==> src/inc/mti_defines.svh <==
// Constants of the multifunction terminal block: offsets, fields, resets, timing.
// Assumes a 20 MHz reference clock and a byte-addressed 32-bit register port.
`ifndef MTI_DEFINES_SVH
`define MTI_DEFINES_SVH

// Register byte offsets
`define MTI_REG_CTRL 8'h00
`define MTI_REG_IN_POL 8'h04
`define MTI_REG_OUT_POL 8'h08
`define MTI_REG_FILT 8'h0C
`define MTI_REG_TMR_ON 8'h10
`define MTI_REG_TMR_OFF 8'h14
`define MTI_REG_AUX_SEL 8'h18
`define MTI_REG_STATUS 8'h1C
`define MTI_REG_IRQ_STAT 8'h20
`define MTI_REG_IRQ_MASK 8'h24
`define MTI_REG_FUNC_BASE 8'h40
`define MTI_REG_FUNC_LAST 8'h58

// Control register fields
`define MTI_CTRL_LATCH 0
`define MTI_CTRL_SRC_LO 1
`define MTI_CTRL_TRIP_CLR 3

// Terminal bit positions (leftmost keypad digit is bit 10)
`define MTI_T_FWD 10
`define MTI_T_RST 7

// Input function codes
`define MTI_FN_NONE 5'h00
`define MTI_FN_EXT_TRIP 5'h0D
`define MTI_FN_TIMER 5'h11
`define MTI_FN_GAIN 5'h13
`define MTI_FN_PREMAG 5'h16
`define MTI_FN_TRQ_BIAS 5'h19
`define MTI_FN_SAFETY 5'h1A
`define MTI_FN_BATTERY 5'h1D

// Interrupt status bits
`define MTI_IRQ_TRIP 0
`define MTI_IRQ_REJECT 1
`define MTI_IRQ_TIMER 2

// Reset values
`define MTI_IN_POL_RST 11'h000
`define MTI_OUT_POL_RST 4'h0
`define MTI_FILT_RST 8'h04
`define MTI_TMR_RST 16'h0001

// Timing: figures in ns, counts derived from the clock period
`define MTI_CLK_NS 50
`define MTI_FILT_STEP_NS 2500000
`define MTI_TMR_STEP_NS 100000000
`define MTI_FILT_STEP_CYC (`MTI_FILT_STEP_NS / `MTI_CLK_NS)
`define MTI_TMR_STEP_CYC (`MTI_TMR_STEP_NS / `MTI_CLK_NS)

`endif

==> src/inc/mti_pkg.sv <==
// Types shared by the multifunction terminal block modules.
// Assumes the constants header is included by every user.
package mti_pkg;

  // Auxiliary output source select
  typedef enum logic [1:0] {MTI_AUX_NONE, MTI_AUX_TIMER, MTI_AUX_TRIP, MTI_AUX_RUN} mti_aux_t;

  // Torque offset source select
  typedef enum logic [1:0] {MTI_SRC_NONE, MTI_SRC_ANALOG, MTI_SRC_KEYPAD, MTI_SRC_CAN} mti_src_t;

  typedef struct packed {
    logic [10:0] sync1;
    logic [10:0] sync2;
    logic [10:0] out;
    logic [10:0][7:0] cnt;
  } mti_filt_st_t;

  typedef struct packed {
    logic out;
    logic [15:0] cnt;
  } mti_tmr_st_t;

  typedef struct packed {
    logic [10:0] in_pol;
    logic [3:0] out_pol;
    logic [7:0] filt;
    logic [15:0] tmr_on;
    logic [15:0] tmr_off;
    logic [3:0][1:0] aux_sel;
    logic latch;
    logic [1:0] src;
    logic [6:0][4:0] func;
    logic [2:0] irq_stat;
    logic [2:0] irq_mask;
    logic trip;
    logic flash;
    logic tmr_q;
    logic [31:0] filt_div;
    logic [31:0] tmr_div;
    logic filt_tick;
    logic tmr_tick;
    logic [31:0] rdata;
    logic pwm_en;
    logic coast;
    logic gain2;
    logic premag;
    logic bias_en;
    logic battery;
    logic [3:0] aux;
    logic irq;
  } mti_top_st_t;

endpackage

==> src/rtl/mti_in_filter.sv <==
// Input conditioning for the eleven terminals: synchroniser, polarity, low-pass.
// Assumes raw terminals are asynchronous and a step enable comes every 2.5 ms.
`timescale 1ns/1ps
`include "mti_defines.svh"

module mti_in_filter
  import mti_pkg::*;
(
  input wire logic clk,
  input wire logic rst_n,
  input wire logic [10:0] raw_in,
  input wire logic [10:0] pol_mask,
  input wire logic [7:0] filt_const,
  input wire logic step,
  output logic [10:0] cond_out
);

  mti_filt_st_t st_ff;
  mti_filt_st_t nxt_st;
  logic [10:0] inv;

  // Level must be stable for filt_const steps before the output follows
  always_comb
  begin
    nxt_st = st_ff;
    nxt_st.sync1 = raw_in;
    nxt_st.sync2 = st_ff.sync1;
    inv = st_ff.sync2 ^ pol_mask;
    for (int i = 0; i < 11; i++)
    begin
      if (inv[i] == st_ff.out[i])
        nxt_st.cnt[i] = 8'h00;
      else if (filt_const == 8'h00)
        nxt_st.out[i] = inv[i];
      else if (step)
      begin
        // One shared constant for all terminals, response about setting x 2.5 ms
        if (st_ff.cnt[i] + 8'h01 >= filt_const)
        begin
          nxt_st.out[i] = inv[i];
          nxt_st.cnt[i] = 8'h00;
        end
        else
          nxt_st.cnt[i] = st_ff.cnt[i] + 8'h01;
      end
    end
  end

  // Single state register
  always_ff @(posedge clk or negedge rst_n)
  begin
    if (!rst_n)
      st_ff <= '0;
    else
      st_ff <= nxt_st;
  end

  assign cond_out = st_ff.out;

endmodule

==> src/rtl/mti_delay_timer.sv <==
// On/off delay timer driven by a conditioned terminal level.
// Assumes a one-cycle step enable every 0.1 s; delays are in 0.1 s units.
`timescale 1ns/1ps
`include "mti_defines.svh"

module mti_delay_timer
  import mti_pkg::*;
(
  input wire logic clk,
  input wire logic rst_n,
  input wire logic lvl_in,
  input wire logic step,
  input wire logic [15:0] on_dly,
  input wire logic [15:0] off_dly,
  output logic tmr_out
);

  mti_tmr_st_t st_ff;
  mti_tmr_st_t nxt_st;
  logic [15:0] dly;

  // A glitch shorter than the delay restarts the count, never flips the output
  always_comb
  begin
    nxt_st = st_ff;
    dly = lvl_in ? on_dly : off_dly;
    if (lvl_in == st_ff.out)
      nxt_st.cnt = 16'h0000;
    else if (step)
    begin
      if (st_ff.cnt + 16'h0001 >= dly)
      begin
        nxt_st.out = lvl_in;
        nxt_st.cnt = 16'h0000;
      end
      else
        nxt_st.cnt = st_ff.cnt + 16'h0001;
    end
  end

  // Single state register
  always_ff @(posedge clk or negedge rst_n)
  begin
    if (!rst_n)
      st_ff <= '0;
    else
      st_ff <= nxt_st;
  end

  assign tmr_out = st_ff.out;

endmodule

==> src/rtl/mti_top.sv <==
// Multifunction terminal block: conditions eleven inputs, dispatches their
// functions, drives four auxiliary outputs and holds the keypad registers.
// Assumes RUN_ACTIVE comes from drive logic on REF_CLK; terminals are async.
//
// Operation
// - Normally-closed trip input off while running: cut output, coast, report, flash stop.
// - External trip may be configured to latch instead of following the input.
// - Timer output follows timer input after on-delay and off-delay of 0.1-3600.0 s.
// - Gain-select input off uses first speed gain set, on uses second.
// - Premagnetize input asserted supplies no-load magnetizing current.
// - Torque-bias enable input applies bias only while on.
// - Torque offset source: none, analog, keypad or CAN.
// - No bias-enable input assigned: bias applies whenever source is not none.
// - Safety input enables or inhibits the PWM output stage.
// - Inputs default normally-open; eleven-bit inversion mask, reset all zeros.
// - Mask bits leftmost first: forward, reverse, block, reset, programmable 1 to 7.
// - Inverting the trip input turns it into a normally-open trip.
// - Polarity masks change only on an explicit write.
// - One low-pass setting for all inputs, response about setting times 2.5 ms.
// - Four-bit output inversion mask, leftmost is output one, default normally-open.
// - A function sits on one input only; duplicate assignment rejected.
// - Function assignments refused while the drive is running.
`timescale 1ns/1ps
`include "mti_defines.svh"

module mti_top
  import mti_pkg::*;
#(
  parameter int FILT_STEP_CYC = `MTI_FILT_STEP_CYC,
  parameter int TMR_STEP_CYC = `MTI_TMR_STEP_CYC
)
(
  input wire logic REF_CLK,
  input wire logic RESET_N,
  input wire logic [10:0] TERM_IN,
  input wire logic RUN_ACTIVE,
  input wire logic [7:0] ADDR,
  input wire logic [31:0] WDATA,
  input wire logic WR,
  input wire logic RD,
  output logic [31:0] RDATA,
  output logic PWM_ENABLE,
  output logic COAST_STOP,
  output logic EXT_TRIP,
  output logic STOP_LED,
  output logic GAIN_SET_SECOND,
  output logic PREMAGNETIZE_EN,
  output logic TORQUE_OFFSET_EN,
  output logic [1:0] TORQUE_OFFSET_SOURCE,
  output logic BATTERY_RUN_EN,
  output logic [3:0] AUX_OUT,
  output logic IRQ
);

  mti_top_st_t st_ff;
  mti_top_st_t nxt_st;
  logic [10:0] cond;
  logic tmr_out;

  // Programmable terminal k (1..7) sits at bit 7-k of the terminal vector
  function automatic logic [6:0] fn_owner(input logic [6:0][4:0] func, input logic [4:0] code);
    logic [6:0] hit;
    hit = 7'h00;
    for (int k = 0; k < 7; k++)
      hit[k] = (code != `MTI_FN_NONE) && (func[k] == code);
    return hit;
  endfunction

  // Conditioned level of the terminal holding a code; zero when unassigned
  function automatic logic fn_level(input logic [6:0][4:0] func, input logic [4:0] code,
                                    input logic [10:0] c);
    logic [6:0] hit;
    logic lvl;
    hit = fn_owner(func, code);
    lvl = 1'b0;
    for (int k = 0; k < 7; k++)
      if (hit[k])
        lvl = c[6-k];
    return lvl;
  endfunction

  mti_in_filter u_filter (
    .clk(REF_CLK),
    .rst_n(RESET_N),
    .raw_in(TERM_IN),
    .pol_mask(st_ff.in_pol),
    .filt_const(st_ff.filt),
    .step(st_ff.filt_tick),
    .cond_out(cond)
  );

  mti_delay_timer u_timer (
    .clk(REF_CLK),
    .rst_n(RESET_N),
    .lvl_in(fn_level(st_ff.func, `MTI_FN_TIMER, cond)),
    .step(st_ff.tmr_tick),
    .on_dly(st_ff.tmr_on),
    .off_dly(st_ff.tmr_off),
    .tmr_out(tmr_out)
  );

  logic [2:0] ev;
  logic [6:0] owner;
  logic [2:0] fidx;
  logic trip_in;
  logic trip_clr;
  logic has_bias;
  logic has_safety;
  logic aux_val;

  always_comb
  begin
    nxt_st = st_ff;
    ev = 3'h0;
    owner = 7'h00;
    fidx = 3'h0;
    aux_val = 1'b0;

    // Step enables: 2.5 ms filter step and 0.1 s timer step
    nxt_st.filt_tick = 1'b0;
    nxt_st.tmr_tick = 1'b0;
    if (st_ff.filt_div >= 32'(FILT_STEP_CYC - 1))
    begin
      nxt_st.filt_div = 32'h00000000;
      nxt_st.filt_tick = 1'b1;
    end
    else
      nxt_st.filt_div = st_ff.filt_div + 32'h00000001;
    if (st_ff.tmr_div >= 32'(TMR_STEP_CYC - 1))
    begin
      nxt_st.tmr_div = 32'h00000000;
      nxt_st.tmr_tick = 1'b1;
    end
    else
      nxt_st.tmr_div = st_ff.tmr_div + 32'h00000001;

    // External trip: normally-closed sense, so an inactive level trips
    trip_in = (|fn_owner(st_ff.func, `MTI_FN_EXT_TRIP)) &&
              !fn_level(st_ff.func, `MTI_FN_EXT_TRIP, cond);
    trip_clr = cond[`MTI_T_RST] ||
               (WR && ADDR == `MTI_REG_CTRL && WDATA[`MTI_CTRL_TRIP_CLR]);
    if (st_ff.latch)
    begin
      // Latched trip holds until the fault reset terminal or a clear write
      if (trip_in && (RUN_ACTIVE || st_ff.trip))
        nxt_st.trip = 1'b1;
      else if (trip_clr)
        nxt_st.trip = 1'b0;
    end
    else
      nxt_st.trip = trip_in && (RUN_ACTIVE || st_ff.trip);
    ev[`MTI_IRQ_TRIP] = nxt_st.trip && !st_ff.trip;
    if (st_ff.tmr_tick)
      nxt_st.flash = st_ff.trip ? !st_ff.flash : 1'b0;

    // Timer output rise event
    nxt_st.tmr_q = tmr_out;
    ev[`MTI_IRQ_TIMER] = tmr_out && !st_ff.tmr_q;

    // Function dispatch
    nxt_st.gain2 = fn_level(st_ff.func, `MTI_FN_GAIN, cond);
    nxt_st.premag = fn_level(st_ff.func, `MTI_FN_PREMAG, cond);
    nxt_st.battery = fn_level(st_ff.func, `MTI_FN_BATTERY, cond);
    has_bias = |fn_owner(st_ff.func, `MTI_FN_TRQ_BIAS);
    if (st_ff.src == MTI_SRC_NONE)
      nxt_st.bias_en = 1'b0;
    else if (has_bias)
      nxt_st.bias_en = fn_level(st_ff.func, `MTI_FN_TRQ_BIAS, cond);
    else
      nxt_st.bias_en = 1'b1;
    has_safety = |fn_owner(st_ff.func, `MTI_FN_SAFETY);
    nxt_st.pwm_en = !nxt_st.trip &&
                    (!has_safety || fn_level(st_ff.func, `MTI_FN_SAFETY, cond));
    nxt_st.coast = nxt_st.trip;

    // Auxiliary outputs: evaluate the function, then apply inversion
    for (int i = 0; i < 4; i++)
    begin
      case (mti_aux_t'(st_ff.aux_sel[i]))
        MTI_AUX_TIMER: aux_val = tmr_out;
        MTI_AUX_TRIP: aux_val = st_ff.trip;
        MTI_AUX_RUN: aux_val = RUN_ACTIVE;
        default: aux_val = 1'b0;
      endcase
      nxt_st.aux[3-i] = aux_val ^ st_ff.out_pol[3-i];
    end

    // Register writes; masks change only here
    if (WR)
    begin
      case (ADDR)
        `MTI_REG_CTRL:
        begin
          nxt_st.latch = WDATA[`MTI_CTRL_LATCH];
          nxt_st.src = WDATA[`MTI_CTRL_SRC_LO +: 2];
        end
        `MTI_REG_IN_POL: nxt_st.in_pol = WDATA[10:0];
        `MTI_REG_OUT_POL: nxt_st.out_pol = WDATA[3:0];
        `MTI_REG_FILT: nxt_st.filt = WDATA[7:0];
        `MTI_REG_TMR_ON: nxt_st.tmr_on = WDATA[15:0];
        `MTI_REG_TMR_OFF: nxt_st.tmr_off = WDATA[15:0];
        `MTI_REG_AUX_SEL: nxt_st.aux_sel = WDATA[7:0];
        `MTI_REG_IRQ_MASK: nxt_st.irq_mask = WDATA[2:0];
        default:
        begin
          if (ADDR >= `MTI_REG_FUNC_BASE && ADDR <= `MTI_REG_FUNC_LAST && ADDR[1:0] == 2'b00)
          begin
            fidx = 3'(ADDR[7:2] - 6'h10);
            owner = fn_owner(st_ff.func, WDATA[4:0]);
            owner[fidx] = 1'b0;
            // Refused while running or when another terminal owns the code
            if (RUN_ACTIVE || (|owner))
              ev[`MTI_IRQ_REJECT] = 1'b1;
            else
              nxt_st.func[fidx] = WDATA[4:0];
          end
        end
      endcase
    end

    // Sticky status: write one to clear, but a new event wins over the clear
    if (WR && ADDR == `MTI_REG_IRQ_STAT)
      nxt_st.irq_stat = st_ff.irq_stat & ~WDATA[2:0];
    nxt_st.irq_stat = nxt_st.irq_stat | ev;
    nxt_st.irq = |(nxt_st.irq_stat & nxt_st.irq_mask);

    // Read data stands in the cycle after the read strobe only
    nxt_st.rdata = 32'h00000000;
    if (RD)
    begin
      case (ADDR)
        `MTI_REG_CTRL: nxt_st.rdata = {28'h0000000, 1'b0, st_ff.src, st_ff.latch};
        `MTI_REG_IN_POL: nxt_st.rdata = {21'h000000, st_ff.in_pol};
        `MTI_REG_OUT_POL: nxt_st.rdata = {28'h0000000, st_ff.out_pol};
        `MTI_REG_FILT: nxt_st.rdata = {24'h000000, st_ff.filt};
        `MTI_REG_TMR_ON: nxt_st.rdata = {16'h0000, st_ff.tmr_on};
        `MTI_REG_TMR_OFF: nxt_st.rdata = {16'h0000, st_ff.tmr_off};
        `MTI_REG_AUX_SEL: nxt_st.rdata = {24'h000000, st_ff.aux_sel};
        `MTI_REG_STATUS: nxt_st.rdata = {11'h000, st_ff.aux, st_ff.pwm_en, st_ff.bias_en,
                                         st_ff.premag, st_ff.gain2, tmr_out, st_ff.trip,
                                         cond};
        `MTI_REG_IRQ_STAT: nxt_st.rdata = {29'h00000000, st_ff.irq_stat};
        `MTI_REG_IRQ_MASK: nxt_st.rdata = {29'h00000000, st_ff.irq_mask};
        default:
        begin
          if (ADDR >= `MTI_REG_FUNC_BASE && ADDR <= `MTI_REG_FUNC_LAST && ADDR[1:0] == 2'b00)
            nxt_st.rdata = {27'h0000000, st_ff.func[3'(ADDR[7:2] - 6'h10)]};
        end
      endcase
    end
  end

  // Whole block state in one register; only constants under reset
  always_ff @(posedge REF_CLK or negedge RESET_N)
  begin
    if (!RESET_N)
    begin
      st_ff <= '0;
      st_ff.in_pol <= `MTI_IN_POL_RST;
      st_ff.out_pol <= `MTI_OUT_POL_RST;
      st_ff.filt <= `MTI_FILT_RST;
      st_ff.tmr_on <= `MTI_TMR_RST;
      st_ff.tmr_off <= `MTI_TMR_RST;
      st_ff.pwm_en <= 1'b1;
    end
    else
      st_ff <= nxt_st;
  end

  // Ports straight from flip-flops
  assign RDATA = st_ff.rdata;
  assign PWM_ENABLE = st_ff.pwm_en;
  assign COAST_STOP = st_ff.coast;
  assign EXT_TRIP = st_ff.trip;
  assign STOP_LED = st_ff.flash;
  assign GAIN_SET_SECOND = st_ff.gain2;
  assign PREMAGNETIZE_EN = st_ff.premag;
  assign TORQUE_OFFSET_EN = st_ff.bias_en;
  assign TORQUE_OFFSET_SOURCE = st_ff.src;
  assign BATTERY_RUN_EN = st_ff.battery;
  assign AUX_OUT = st_ff.aux;
  assign IRQ = st_ff.irq;

endmodule

==> config.mk <==
export PLATFORM = sky130hd
export DESIGN_NAME = mti_top
export DESIGN_NICKNAME = d
export VERILOG_FILES = /design/src/inc/mti_pkg.sv /design/src/rtl/mti_in_filter.sv /design/src/rtl/mti_delay_timer.sv /design/src/rtl/mti_top.sv
export VERILOG_INCLUDE_DIRS = /design/src /design/src/inc
export SDC_FILE = /design/constraint.sdc
export NUM_CORES = 1
export LEC_CHECK = 0
export BUFFER_PORTS_ARGS = -buffer_cell sky130_fd_sc_hd__buf_4
export CORE_MARGIN = 3
export CORE_UTILIZATION = 30
export CTS_BUF_LIST = sky130_fd_sc_hd__clkbuf_8
export DETAILED_ROUTE_END_ITERATION = 10
export GPL_TIMING_DRIVEN = 0
export HOLD_SLACK_MARGIN = 0.03
export PLACE_DENSITY_LB_ADDON = 0.2
export SLEW_MARGIN = 40
export SYNTH_ARGS = -nofsm -noshare
export SYNTH_HDL_FRONTEND = slang
export SYNTH_SLANG_ARGS = --single-unit
export TNS_END_PERCENT = 20
==> constraint.sdc <==
create_clock -name REF_CLK -period 4.3 [get_ports REF_CLK]
set_clock_uncertainty 0.1 [all_clocks]
set_input_delay 0.43 -clock REF_CLK [delete_from_list [all_inputs] [get_ports REF_CLK]]
set_output_delay 0.43 -clock REF_CLK [all_outputs]
set_load 0.03 [all_outputs]
==> results of run 1 <==
sequential cells by signal (all words and copies together) (netlist names), 2 cells and up:
register,flops
st_ff,172
u_filter.st_ff,99
AUX_OUT,4
u_timer.st_ff,16
RDATA,21
u_filter.cond_out,11
u_filter.nxt_st,11
TORQUE_OFFSET_SOURCE,2
through the flow:
step	total power, µW	util	worst slack, ns	area, µm²	TNS [ns]
6_report	8020	0.360	0.0903	24300	0
5_1_grt	8450	0.360	-0.0266	24300	-0.0287
4_1_cts	8150	0.357	-0.0169	24100	-0.0169
3_5_place_dp	4830	0.332	-0.641	22400	-10.43
3_3_place_gp	4790	0.330	-0.732	22300	-241.81
2_1_floorplan	4340	-	0.457	20700	0
kinds of logic (layout without fill, tap and decap cells):
| kind of cell | after synthesis | count (layout) | share of synthesized area |
|---|---|---|---|
| other cells | 1 | 39 | 0.000183 |
| mux | 143 | 143 | 0.0827 |
| buf+inv | 188 | 413 | 0.0461 |
| compound gates | 342 | 342 | 0.119 |
| flops | 345 | 345 | 0.421 |
| simple gates | 728 | 728 | 0.186 |
| fa+ha+maj | 118 | 118 | 0.0719 |
| xor+xnor | 172 | 172 | 0.0734 |
metal layers:
metal / share of wire / routed length (µm)
met1: 0.47 / 28500
met2: 0.45 / 27400
met3: 0.055 / 3380
met5: 0 / 0
met4: 0.032 / 1980
area by class of cell:
type                    instances  area share
multi-input cells            1541       0.463
well taps                     873      0.0450
flip-flops and latches        345       0.356
clock inverters                32     0.00716
plain buffers                 134      0.0325
diodes                          1    0.000103
repair buffers                123      0.0445
clock buffers                  78      0.0442
inverters                      46     0.00711
worst max-delay path: stages (launching register included):
cell      delay, ns
dfrtp_1        0.50
nor2b_1        0.30
and2_4         0.20
o311ai_2       0.11
a211o_1        0.27
o21a_1         0.15
buf_6          0.15
buf_4          0.14
buf_4          0.14
mux2i_1        0.12
ha_1           0.31
nand3_2        0.09
or4_4          0.56
nor4_4         0.17
nor4_2         0.07
buf_4          0.17
a21boi_2       0.17
mux2_2         0.35
power groups by stage:
stage | logic [µW] | registers (µW) | clock network [µW]
after floorplan | 833 | 3510 | 0
after global placement | 1230 | 3560 | 0
after detailed placement | 1270 | 3560 | 0
after CTS | 1310 | 3520 | 3310
after global routing | 1460 | 3540 | 3450
final | 1320 | 3530 | 3170
synthesized netlist by cell type, drive strengths merged, types with 59 or more instances:
| cell | number | area [µm²] |
|---|---|---|
| xnor2 | 81 | 709 |
| nor2 | 115 | 457 |
| nand2b | 82 | 513 |
| nand3 | 83 | 415 |
| mux2 | 108 | 1230 |
| xor2 | 91 | 797 |
| nand2 | 215 | 815 |
| a21oi | 59 | 295 |
| dfrtp | 341 | 8530 |
| ha | 118 | 1480 |
| clkbuf | 63 | 236 |
| buf | 79 | 538 |
timing repair:
action                                  in CTS  in global routing
cloned                                       0                  1
endpoints found under the hold margin      131                  0
endpoints found under the setup margin      17                 17
setup buffers                                8                 14
pin swaps                                    6                 11
hold buffers                                23                  0
resized for setup                           35                 21
final timing paths:
path / start / to
min: RD / RDATA[5]
min in group asynchronous: RESET_N / u_filter.st_ff[86]
min reg2reg: u_filter.nxt_st[108] / u_filter.st_ff[108]
max in group asynchronous: RESET_N / PWM_ENABLE
max: st_ff[148] / u_timer.tmr_out
max reg2reg: st_ff[148] / u_timer.tmr_out
==> impl_metrics.env, run 1 <==
export IMPL_power_frac_comb=0.164
export IMPL_grt_pass1_wl_mm=94.7
export IMPL_critPathArrivalTime_ns=4.64
export IMPL_cts_sinks=345
export IMPL_regArea_mm2=0.00865
export IMPL_final_cell_mix="dfrtp_1 (332), nand2_1 (214), buf_4 (140)"
export IMPL_cts_tree="done"
export IMPL_grt_antenna_before_repair=3
export IMPL_multi_input_area_mm2=0.0113
export IMPL_dp_hpwl_mm=42.7
export IMPL_initial_core_util=0.304
export IMPL_ys_async_sr_fraction=1.00
export IMPL_synth_ff_type="dfrtp_1"
export IMPL_final_common_cell="dfrtp_1"
export IMPL_synth_seq_cells=345
export IMPL_viasPerCell=5.09
export IMPL_path_max_fanout=7
export IMPL_gr_total_overflow=0
export IMPL_endpoint_kind="flip-flop"
export IMPL_top_usage_layer="met2"
export IMPL_seq_power_share=0.440
export IMPL_fin_crit_sh=0.979
export IMPL_tightest_slew_ns=0.861
export IMPL_gr_usage_met2=0.267
export IMPL_maxCapViolCount=0
export IMPL_netlist_area_mm2=0.0205
export IMPL_ant_nets=0
export IMPL_grt_max_degree=76
export IMPL_slew_headroom=0.426
export IMPL_die_w_um=268
export IMPL_numCtsBuffers=66
export IMPL_die_y_um=268
export IMPL_drt_pass1_iter_count=8
export IMPL_p_per_area_mw_per_mm2=330
export IMPL_intPower_uw=5620
export IMPL_route_detailed_drc=0
export IMPL_clock_path_buffers=3
export IMPL_grt_use_met1=0.240
export IMPL_hold_depth=3
export IMPL_core_area_mm2=0.0675
export IMPL_synthCells=2037
export IMPL_reg2reg_slack_ns=0.09
export IMPL_wl_per_cell_um=19.3
export IMPL_drive_above_1_share=0.201
export IMPL_grtUsageMet3=0.0322
export IMPL_p_clk_frac=0.396
export IMPL_drt_first_iter_violations=1062
export IMPL_p_sw_frac=0.300
export IMPL_startpoint_type="flip-flop"
export IMPL_ys_seq_area_frac=0.421
export IMPL_max_freq_mhz=238
export IMPL_status="complete, no violations"
export IMPL_die_area_mm2=0.0716
export IMPL_holdCritPathClass="in -> reg"
export IMPL_p_switching_uw=2410
export IMPL_drv_slew=0
export IMPL_yosysWarnings=0
export IMPL_finalNonFillerCells=3173
export IMPL_fin_crit_ns=4.21
export IMPL_vias=16146
export IMPL_clk_pin_slew_ns=0.05
export IMPL_area_growth_pct=18.3
export IMPL_postSynthAreaPerCell_um2=10.1
export IMPL_final_hold_violation_count=0
export IMPL_setup_violations=0
export IMPL_portBuffers=72
export IMPL_critPathKind="reg -> reg"
export IMPL_ys_types=86
export IMPL_grt_pass1_vias=16073
export IMPL_synth_edf_count=0
export IMPL_vdd_drop_max_mv=0.166
export IMPL_placed_cells=3024
export IMPL_p_leak_uw=0.0115
export IMPL_fin_nets=2431
export IMPL_fillCellCount=6826
export IMPL_htree_num_levels=3
export IMPL_grtUsageTotal=0.172
export IMPL_routed_wl_mm=61.2
export IMPL_place_congestion=0.900
export IMPL_worst_hold_slack_ns=0.137
export IMPL_required_ns=4.73
export IMPL_num_rows=95
export IMPL_insertion_delay_ns=0.66
export IMPL_pin_count=103
export IMPL_cts_root_buf="clkbuf_8"
export IMPL_worstRegToRegCells=17
Power figures use the tool's default switching activity.
==> run 2, diff against run 1 <==
==> constraint.sdc (replaced) <==
create_clock -name REF_CLK -period 4.3 [get_ports REF_CLK]
set_clock_uncertainty 0.1 [all_clocks]
set_input_delay 1.29 -clock REF_CLK [delete_from_list [all_inputs] [get_ports REF_CLK]]
set_output_delay 1.29 -clock REF_CLK [all_outputs]
set_load 0.03 [all_outputs]
==> run 2 against run 1 <==
Global-route usage about the same; power decreased by 0.25%; critical path type unchanged; largest cell class unchanged; cell count decreased by 0.72%; highest routed layer unchanged.
==> impl_metrics.env, run 2 (synthesis gave the netlist of run 1 again) <==
export IMPL_status="complete, no violations"
export IMPL_drt_first_iter_violations=1068
export IMPL_worst_hold_slack_ns=0.247
export IMPL_area_growth_pct=17.2
export IMPL_viasPerCell=5.11
export IMPL_slew_headroom=0.430
export IMPL_die_y_um=268
export IMPL_grt_pass1_wl_mm=94.4
export IMPL_cp_startpoint="st_ff[148]"
export IMPL_regToRegStartpoint="st_ff[148]"
export IMPL_crit_chain="nor2b_1 -> and2_4 -> o311ai_2 -> a211o_1 -> o21a_1 -> buf_6 -> buf_4 -> buf_4 -> mux2i_1 -> ha_1 -> nand3_2 -> or4_4 -> nor4_4 -> nor4_2 -> buf_4 -> a21boi_2 -> mux2_2"
export IMPL_routed_wl_mm=61.2
export IMPL_tightest_slew_ns=0.855
export IMPL_dp_hpwl_mm=42.7
export IMPL_cts_tree="done"
export IMPL_maxCapViolCount=0
export IMPL_drt_pass1_iter_count=5
export IMPL_top_register="st_ff"
export IMPL_fin_crit_ns=4.21
export IMPL_path_max_fanout=7
export IMPL_vdd_drop_max_mv=0.166
export IMPL_fin_setup_tns_ns=0
export IMPL_reg2reg_slack_ns=0.09
export IMPL_slowest_delay_ns=0.56
export IMPL_cts_sinks=345
export IMPL_layout_setup_ws_ns=0.0851
export IMPL_htree_num_levels=3
export IMPL_route_detailed_drc=0
export IMPL_grt_antenna_before_repair=3
export IMPL_grtUsageTotal=0.171
export IMPL_die_area_mm2=0.0716
export IMPL_fillCellCount=6833
export IMPL_clock_path_buffers=3
export IMPL_crit_top_cell="buf_4"
export IMPL_post_place_ws_ns=-0.641
export IMPL_gr_total_overflow=0
export IMPL_drv_slew=0
export IMPL_holdBufCountCts=0
export IMPL_final_hold_violation_count=0
export IMPL_setup_violations=0
export IMPL_p_total_uw=8000
export IMPL_initial_core_util=0.304
export IMPL_endpoint_kind="flip-flop"
export IMPL_p_per_area_mw_per_mm2=333
export IMPL_core_area_mm2=0.0675
export IMPL_largest_reg_flops=172
export IMPL_portBuffers=72
export IMPL_drive_above_1_share=0.203
export IMPL_fin_crit_sh=0.980
export IMPL_max_freq_mhz=237
export IMPL_holdCritPathClass="reg -> reg"
export IMPL_wl_per_cell_um=19.4
export IMPL_critPathKind="reg -> reg"
export IMPL_insertion_delay_ns=0.66
export IMPL_num_rows=95
export IMPL_ant_nets=0
export IMPL_startpoint_type="flip-flop"
export IMPL_final_cell_mix="dfrtp_1 (332), nand2_1 (214), buf_4 (140)"
export IMPL_endpoint="u_timer.tmr_out"
export IMPL_clk_pin_slew_ns=0.05
export IMPL_p_leak_uw=0.0114
export IMPL_grt_pass1_vias=15988
export IMPL_fin_util=0.356
export IMPL_die_w_um=268
export IMPL_hold_depth=0
export IMPL_required_ns=4.72
export IMPL_vias=16082
export IMPL_final_common_cell="dfrtp_1"
export IMPL_cts_root_buf="clkbuf_8"
export IMPL_fin_nets=2408
export IMPL_critPathArrivalTime_ns=4.64
export IMPL_pin_count=103
export IMPL_grt_max_degree=76
export IMPL_slowest_stage="or4_4"
export IMPL_worstRegToRegCells=17
export IMPL_r2r_end="u_timer.tmr_out"
export IMPL_place_congestion=0.900
export IMPL_numCtsBuffers=66
==> run 2: changes by cell type in the layout (fill, tap and decap cells not counted) <==
cell,before,now
dlygate4sd3_1,23,0
==> run 2: layout make-up <==
class	count	area, µm²	area share
clock inverters	32	174	0.00723
flip-flops and latches	345	8650	0.359
repair buffers	100	851	0.0354
diodes	1	2.50	0.000104
clock buffers	78	1070	0.0446
well taps	873	1090	0.0454
plain buffers	134	790	0.0328
inverters	46	173	0.00718
multi-input cells	1541	11300	0.468
==> run 2: worst min-delay path by stage <==
stage	startpoint	to	slack, ns
floorplan	u_filter.nxt_st[100]	u_filter.st_ff[100]	0.23
global placement	u_filter.nxt_st[100]	u_filter.st_ff[100]	0.24
detailed placement	u_filter.nxt_st[108]	u_filter.st_ff[108]	0.24
CTS	u_filter.nxt_st[108]	u_filter.st_ff[108]	0.25
global route	u_filter.nxt_st[109]	u_filter.st_ff[109]	0.26
finish	u_filter.nxt_st[108]	u_filter.st_ff[108]	0.25
==> run 2: metal layers <==
metal	global-route usage	routed length [µm]
met5	0	0
met4	0.0600	1990
met3	0.0322	3230
met2	0.266	27400
met1	0.239	28600
==> run 2: timing repair <==
action	CTS	global route
gates resized for setup	35	21
endpoints found under the hold margin	0	0
cloned	0	1
pin swaps	6	11
buffers inserted	8	14
endpoints found under the setup margin	17	17
==> run 2: report_power, final <==
part	switching [µW]	internal, µW
Combinational	768	531
Clock	1470	1700
Sequential	160	3370
==> run 2: worst max-delay path: cells and delay by family (launching register included) <==
family / cells / cell delay [ns]
buffers and inverters: 4 / 0.60
adder cells (fa/ha/maj): 1 / 0.31
multiplexers: 2 / 0.47
flip-flops: 1 / 0.50
AND/OR/NAND/NOR: 6 / 1.39
AO/OA/AOI/OAI: 4 / 0.71
==> run 2: stage by stage <==
step	area [µm²]	std cells
floorplan	20700	2074
global placement	22300	3019
detailed placement	22400	3024
CTS	23900	3138
global route	24100	3150
finish	24100	3150
==> run 3, diff against run 2 <==
- RECOVER_POWER: unset -> 100
==> run 3 against run 2 <==
The run now ends with capacitance limit, slew limit left; clock power is essentially flat; global-route usage is the same; cell count is essentially flat; sequential power is essentially flat; flip-flop and latch count is the same; utilization shrank 0.45 points; register-to-register slack is essentially flat; critical endpoint unchanged.
==> impl_metrics.env, run 3 (synthesis gave the netlist of run 1 again) <==
export IMPL_status="complete, but fails checks"
export IMPL_dp_hpwl_mm=42.7
export IMPL_r2r_end="u_timer.tmr_out"
export IMPL_min_from="u_filter.nxt_st[108]"
export IMPL_crit_chain="nor2b_1 -> a211o_1 -> o211ai_1 -> a211o_1 -> o21a_1 -> buf_6 -> buf_4 -> buf_4 -> mux2i_1 -> ha_1 -> nand3_2 -> or4_4 -> nor4_4 -> nor4_2 -> buf_4 -> a21boi_2 -> mux2_2"
export IMPL_holdCritPathClass="reg -> reg"
export IMPL_hold_path_endpoint="u_filter.st_ff[108]"
export IMPL_drt_pass1_iter_count=7
export IMPL_hold_depth=0
export IMPL_tightest_slew_ns=3.01
export IMPL_clock_path_buffers=3
export IMPL_num_rows=95
export IMPL_wl_per_cell_um=19.4
export IMPL_gr_total_overflow=0
export IMPL_post_route_cell_area_mm2=0.0238
export IMPL_drive_above_1_share=0.175
export IMPL_area_growth_pct=15.7
export IMPL_p_total_uw=7980
export IMPL_p_leak_uw=0.0112
export IMPL_slowest_stage="or4_4"
export IMPL_pin_count=103
export IMPL_ant_nets=0
export IMPL_initial_core_util=0.304
export IMPL_required_ns=4.73
export IMPL_final_common_cell="dfrtp_1"
export IMPL_largest_reg_flops=172
export IMPL_grt_max_degree=76
export IMPL_fin_nets=2408
export IMPL_setup_violations=0
export IMPL_critPathKind="reg -> reg"
export IMPL_grt_antenna_before_repair=3
export IMPL_worst_hold_slack_ns=0.248
export IMPL_grtUsageTotal=0.171
export IMPL_clk_pin_slew_ns=0.05
export IMPL_startpoint_type="flip-flop"
export IMPL_p_per_area_mw_per_mm2=336
export IMPL_drv_slew=69
export IMPL_final_cell_mix="dfrtp_1 (332), nand2_1 (215), ha_1 (117)"
export IMPL_cp_num_buf_inv=4
export IMPL_crit_top_cell="buf_4"
export IMPL_fin_crit_ns=4.21
export IMPL_reg2reg_slack_ns=0.09
export IMPL_crit_family="simple AND/OR/NAND/NOR gates"
export IMPL_viasPerCell=5.10
export IMPL_cts_root_buf="clkbuf_8"
export IMPL_htree_num_levels=3
export IMPL_fin_util=0.352
export IMPL_numCtsBuffers=66
export IMPL_critPathArrivalTime_ns=4.64
export IMPL_endpoint_kind="flip-flop"
export IMPL_vias=16078
export IMPL_core_area_mm2=0.0675
export IMPL_max_freq_mhz=238
export IMPL_portBuffers=72
export IMPL_route_detailed_drc=0
export IMPL_top_register="st_ff"
export IMPL_grt_pass1_vias=15988
export IMPL_insertion_delay_ns=0.66
export IMPL_die_y_um=268
export IMPL_slew_headroom=-1.00
export IMPL_place_area_mm2=0.0224
export IMPL_path_max_fanout=8
export IMPL_maxCapViolCount=2
export IMPL_grt_pass1_wl_mm=94.4
export IMPL_cts_tree="done"
export IMPL_worstRegToRegCells=17
export IMPL_fillCellCount=6894
export IMPL_regToRegStartpoint="st_ff[124]"
export IMPL_violations="capacitance limit, slew limit"
export IMPL_slowest_delay_ns=0.56
export IMPL_vdd_drop_max_mv=0.166
export IMPL_cts_sinks=345
export IMPL_routed_wl_mm=61.3
export IMPL_fin_crit_sh=0.979
export IMPL_place_congestion=0.900
export IMPL_drt_first_iter_violations=1026
export IMPL_final_hold_violation_count=0
export IMPL_die_w_um=268
export IMPL_die_area_mm2=0.0716
[run 3: how the worst max path moves through the flow]
| stage | from | endpoint | slack, ns | cells after the start |
|---|---|---|---|---|
| floorplan | st_ff[120] | u_timer.st_ff[15] | 0.46 | 16 |
| detailed placement | u_filter.cond_out[6] | u_timer.st_ff[12] | -0.64 | 16 |
| finish | st_ff[124] | u_timer.tmr_out | 0.09 | 17 |
| global route | st_ff[151] | u_timer.tmr_out | -0.03 | 18 |
| CTS | st_ff[127] | u_timer.tmr_out | -0.02 | 17 |
| global placement | RESET_N | RDATA[3] | -1.59 | 1 |
[run 3: where the power goes]
part	internal [µW]	switching, µW
registers	3370	159
clock network	1700	1470
logic	517	764
total	5590	2390
[run 3: layout make-up]
| type | count | area (µm²) | share of cell area |
|---|---|---|---|
| antenna | 2 | 5.00 | 0.000211 |
| buffer | 134 | 767 | 0.0323 |
| clock buffer | 78 | 1070 | 0.0452 |
| clock inverter | 32 | 174 | 0.00732 |
| inverter | 46 | 173 | 0.00727 |
| multi-input combinational | 1541 | 11100 | 0.469 |
| sequential | 345 | 8650 | 0.364 |
| tap | 873 | 1090 | 0.0460 |
| timing repair buffer | 100 | 686 | 0.0289 |
[run 3: per-stage QoR]
step	setup slack [ns]	instances	setup TNS (ns)
global placement	-1.59	3019	-536.54
detailed placement	-0.641	3024	-10.43
finish	0.0902	3151	0
floorplan	0.457	2074	0
global route	-0.0261	3150	-0.0610
CTS	-0.0169	3138	-0.0169
[run 3: routing by layer]
metal  up-vias  routed length (µm)  global-route usage  share of wire
li1       7573                   -                   -              -
met2       447               27300               0.266           0.45
met3       116                3340              0.0322          0.054
met5         -                   0                   0              0
met1      7942               28600               0.239           0.47
met4         0                2040              0.0600          0.033
[run 3: worst register-to-register path, cell delays in order, from the launching register on]
cell      delay, ns
dfrtp_2        0.50
nor2b_1        0.28
a211o_1        0.17
o211ai_1       0.12
a211o_1        0.31
o21a_1         0.15
buf_6          0.15
buf_4          0.14
buf_4          0.14
mux2i_1        0.12
ha_1           0.32
nand3_2        0.09
or4_4          0.56
nor4_4         0.17
nor4_2         0.07
buf_4          0.17
a21boi_2       0.17
mux2_2         0.35
[run 3: repair_timing]
item / CTS / global route
buffers inserted: 8 / 14
gates resized for setup: 35 / 21
setup endpoints to repair: 17 / 17
pin swaps: 6 / 11
gates cloned: 0 / 1
hold buffers: 0 / 0
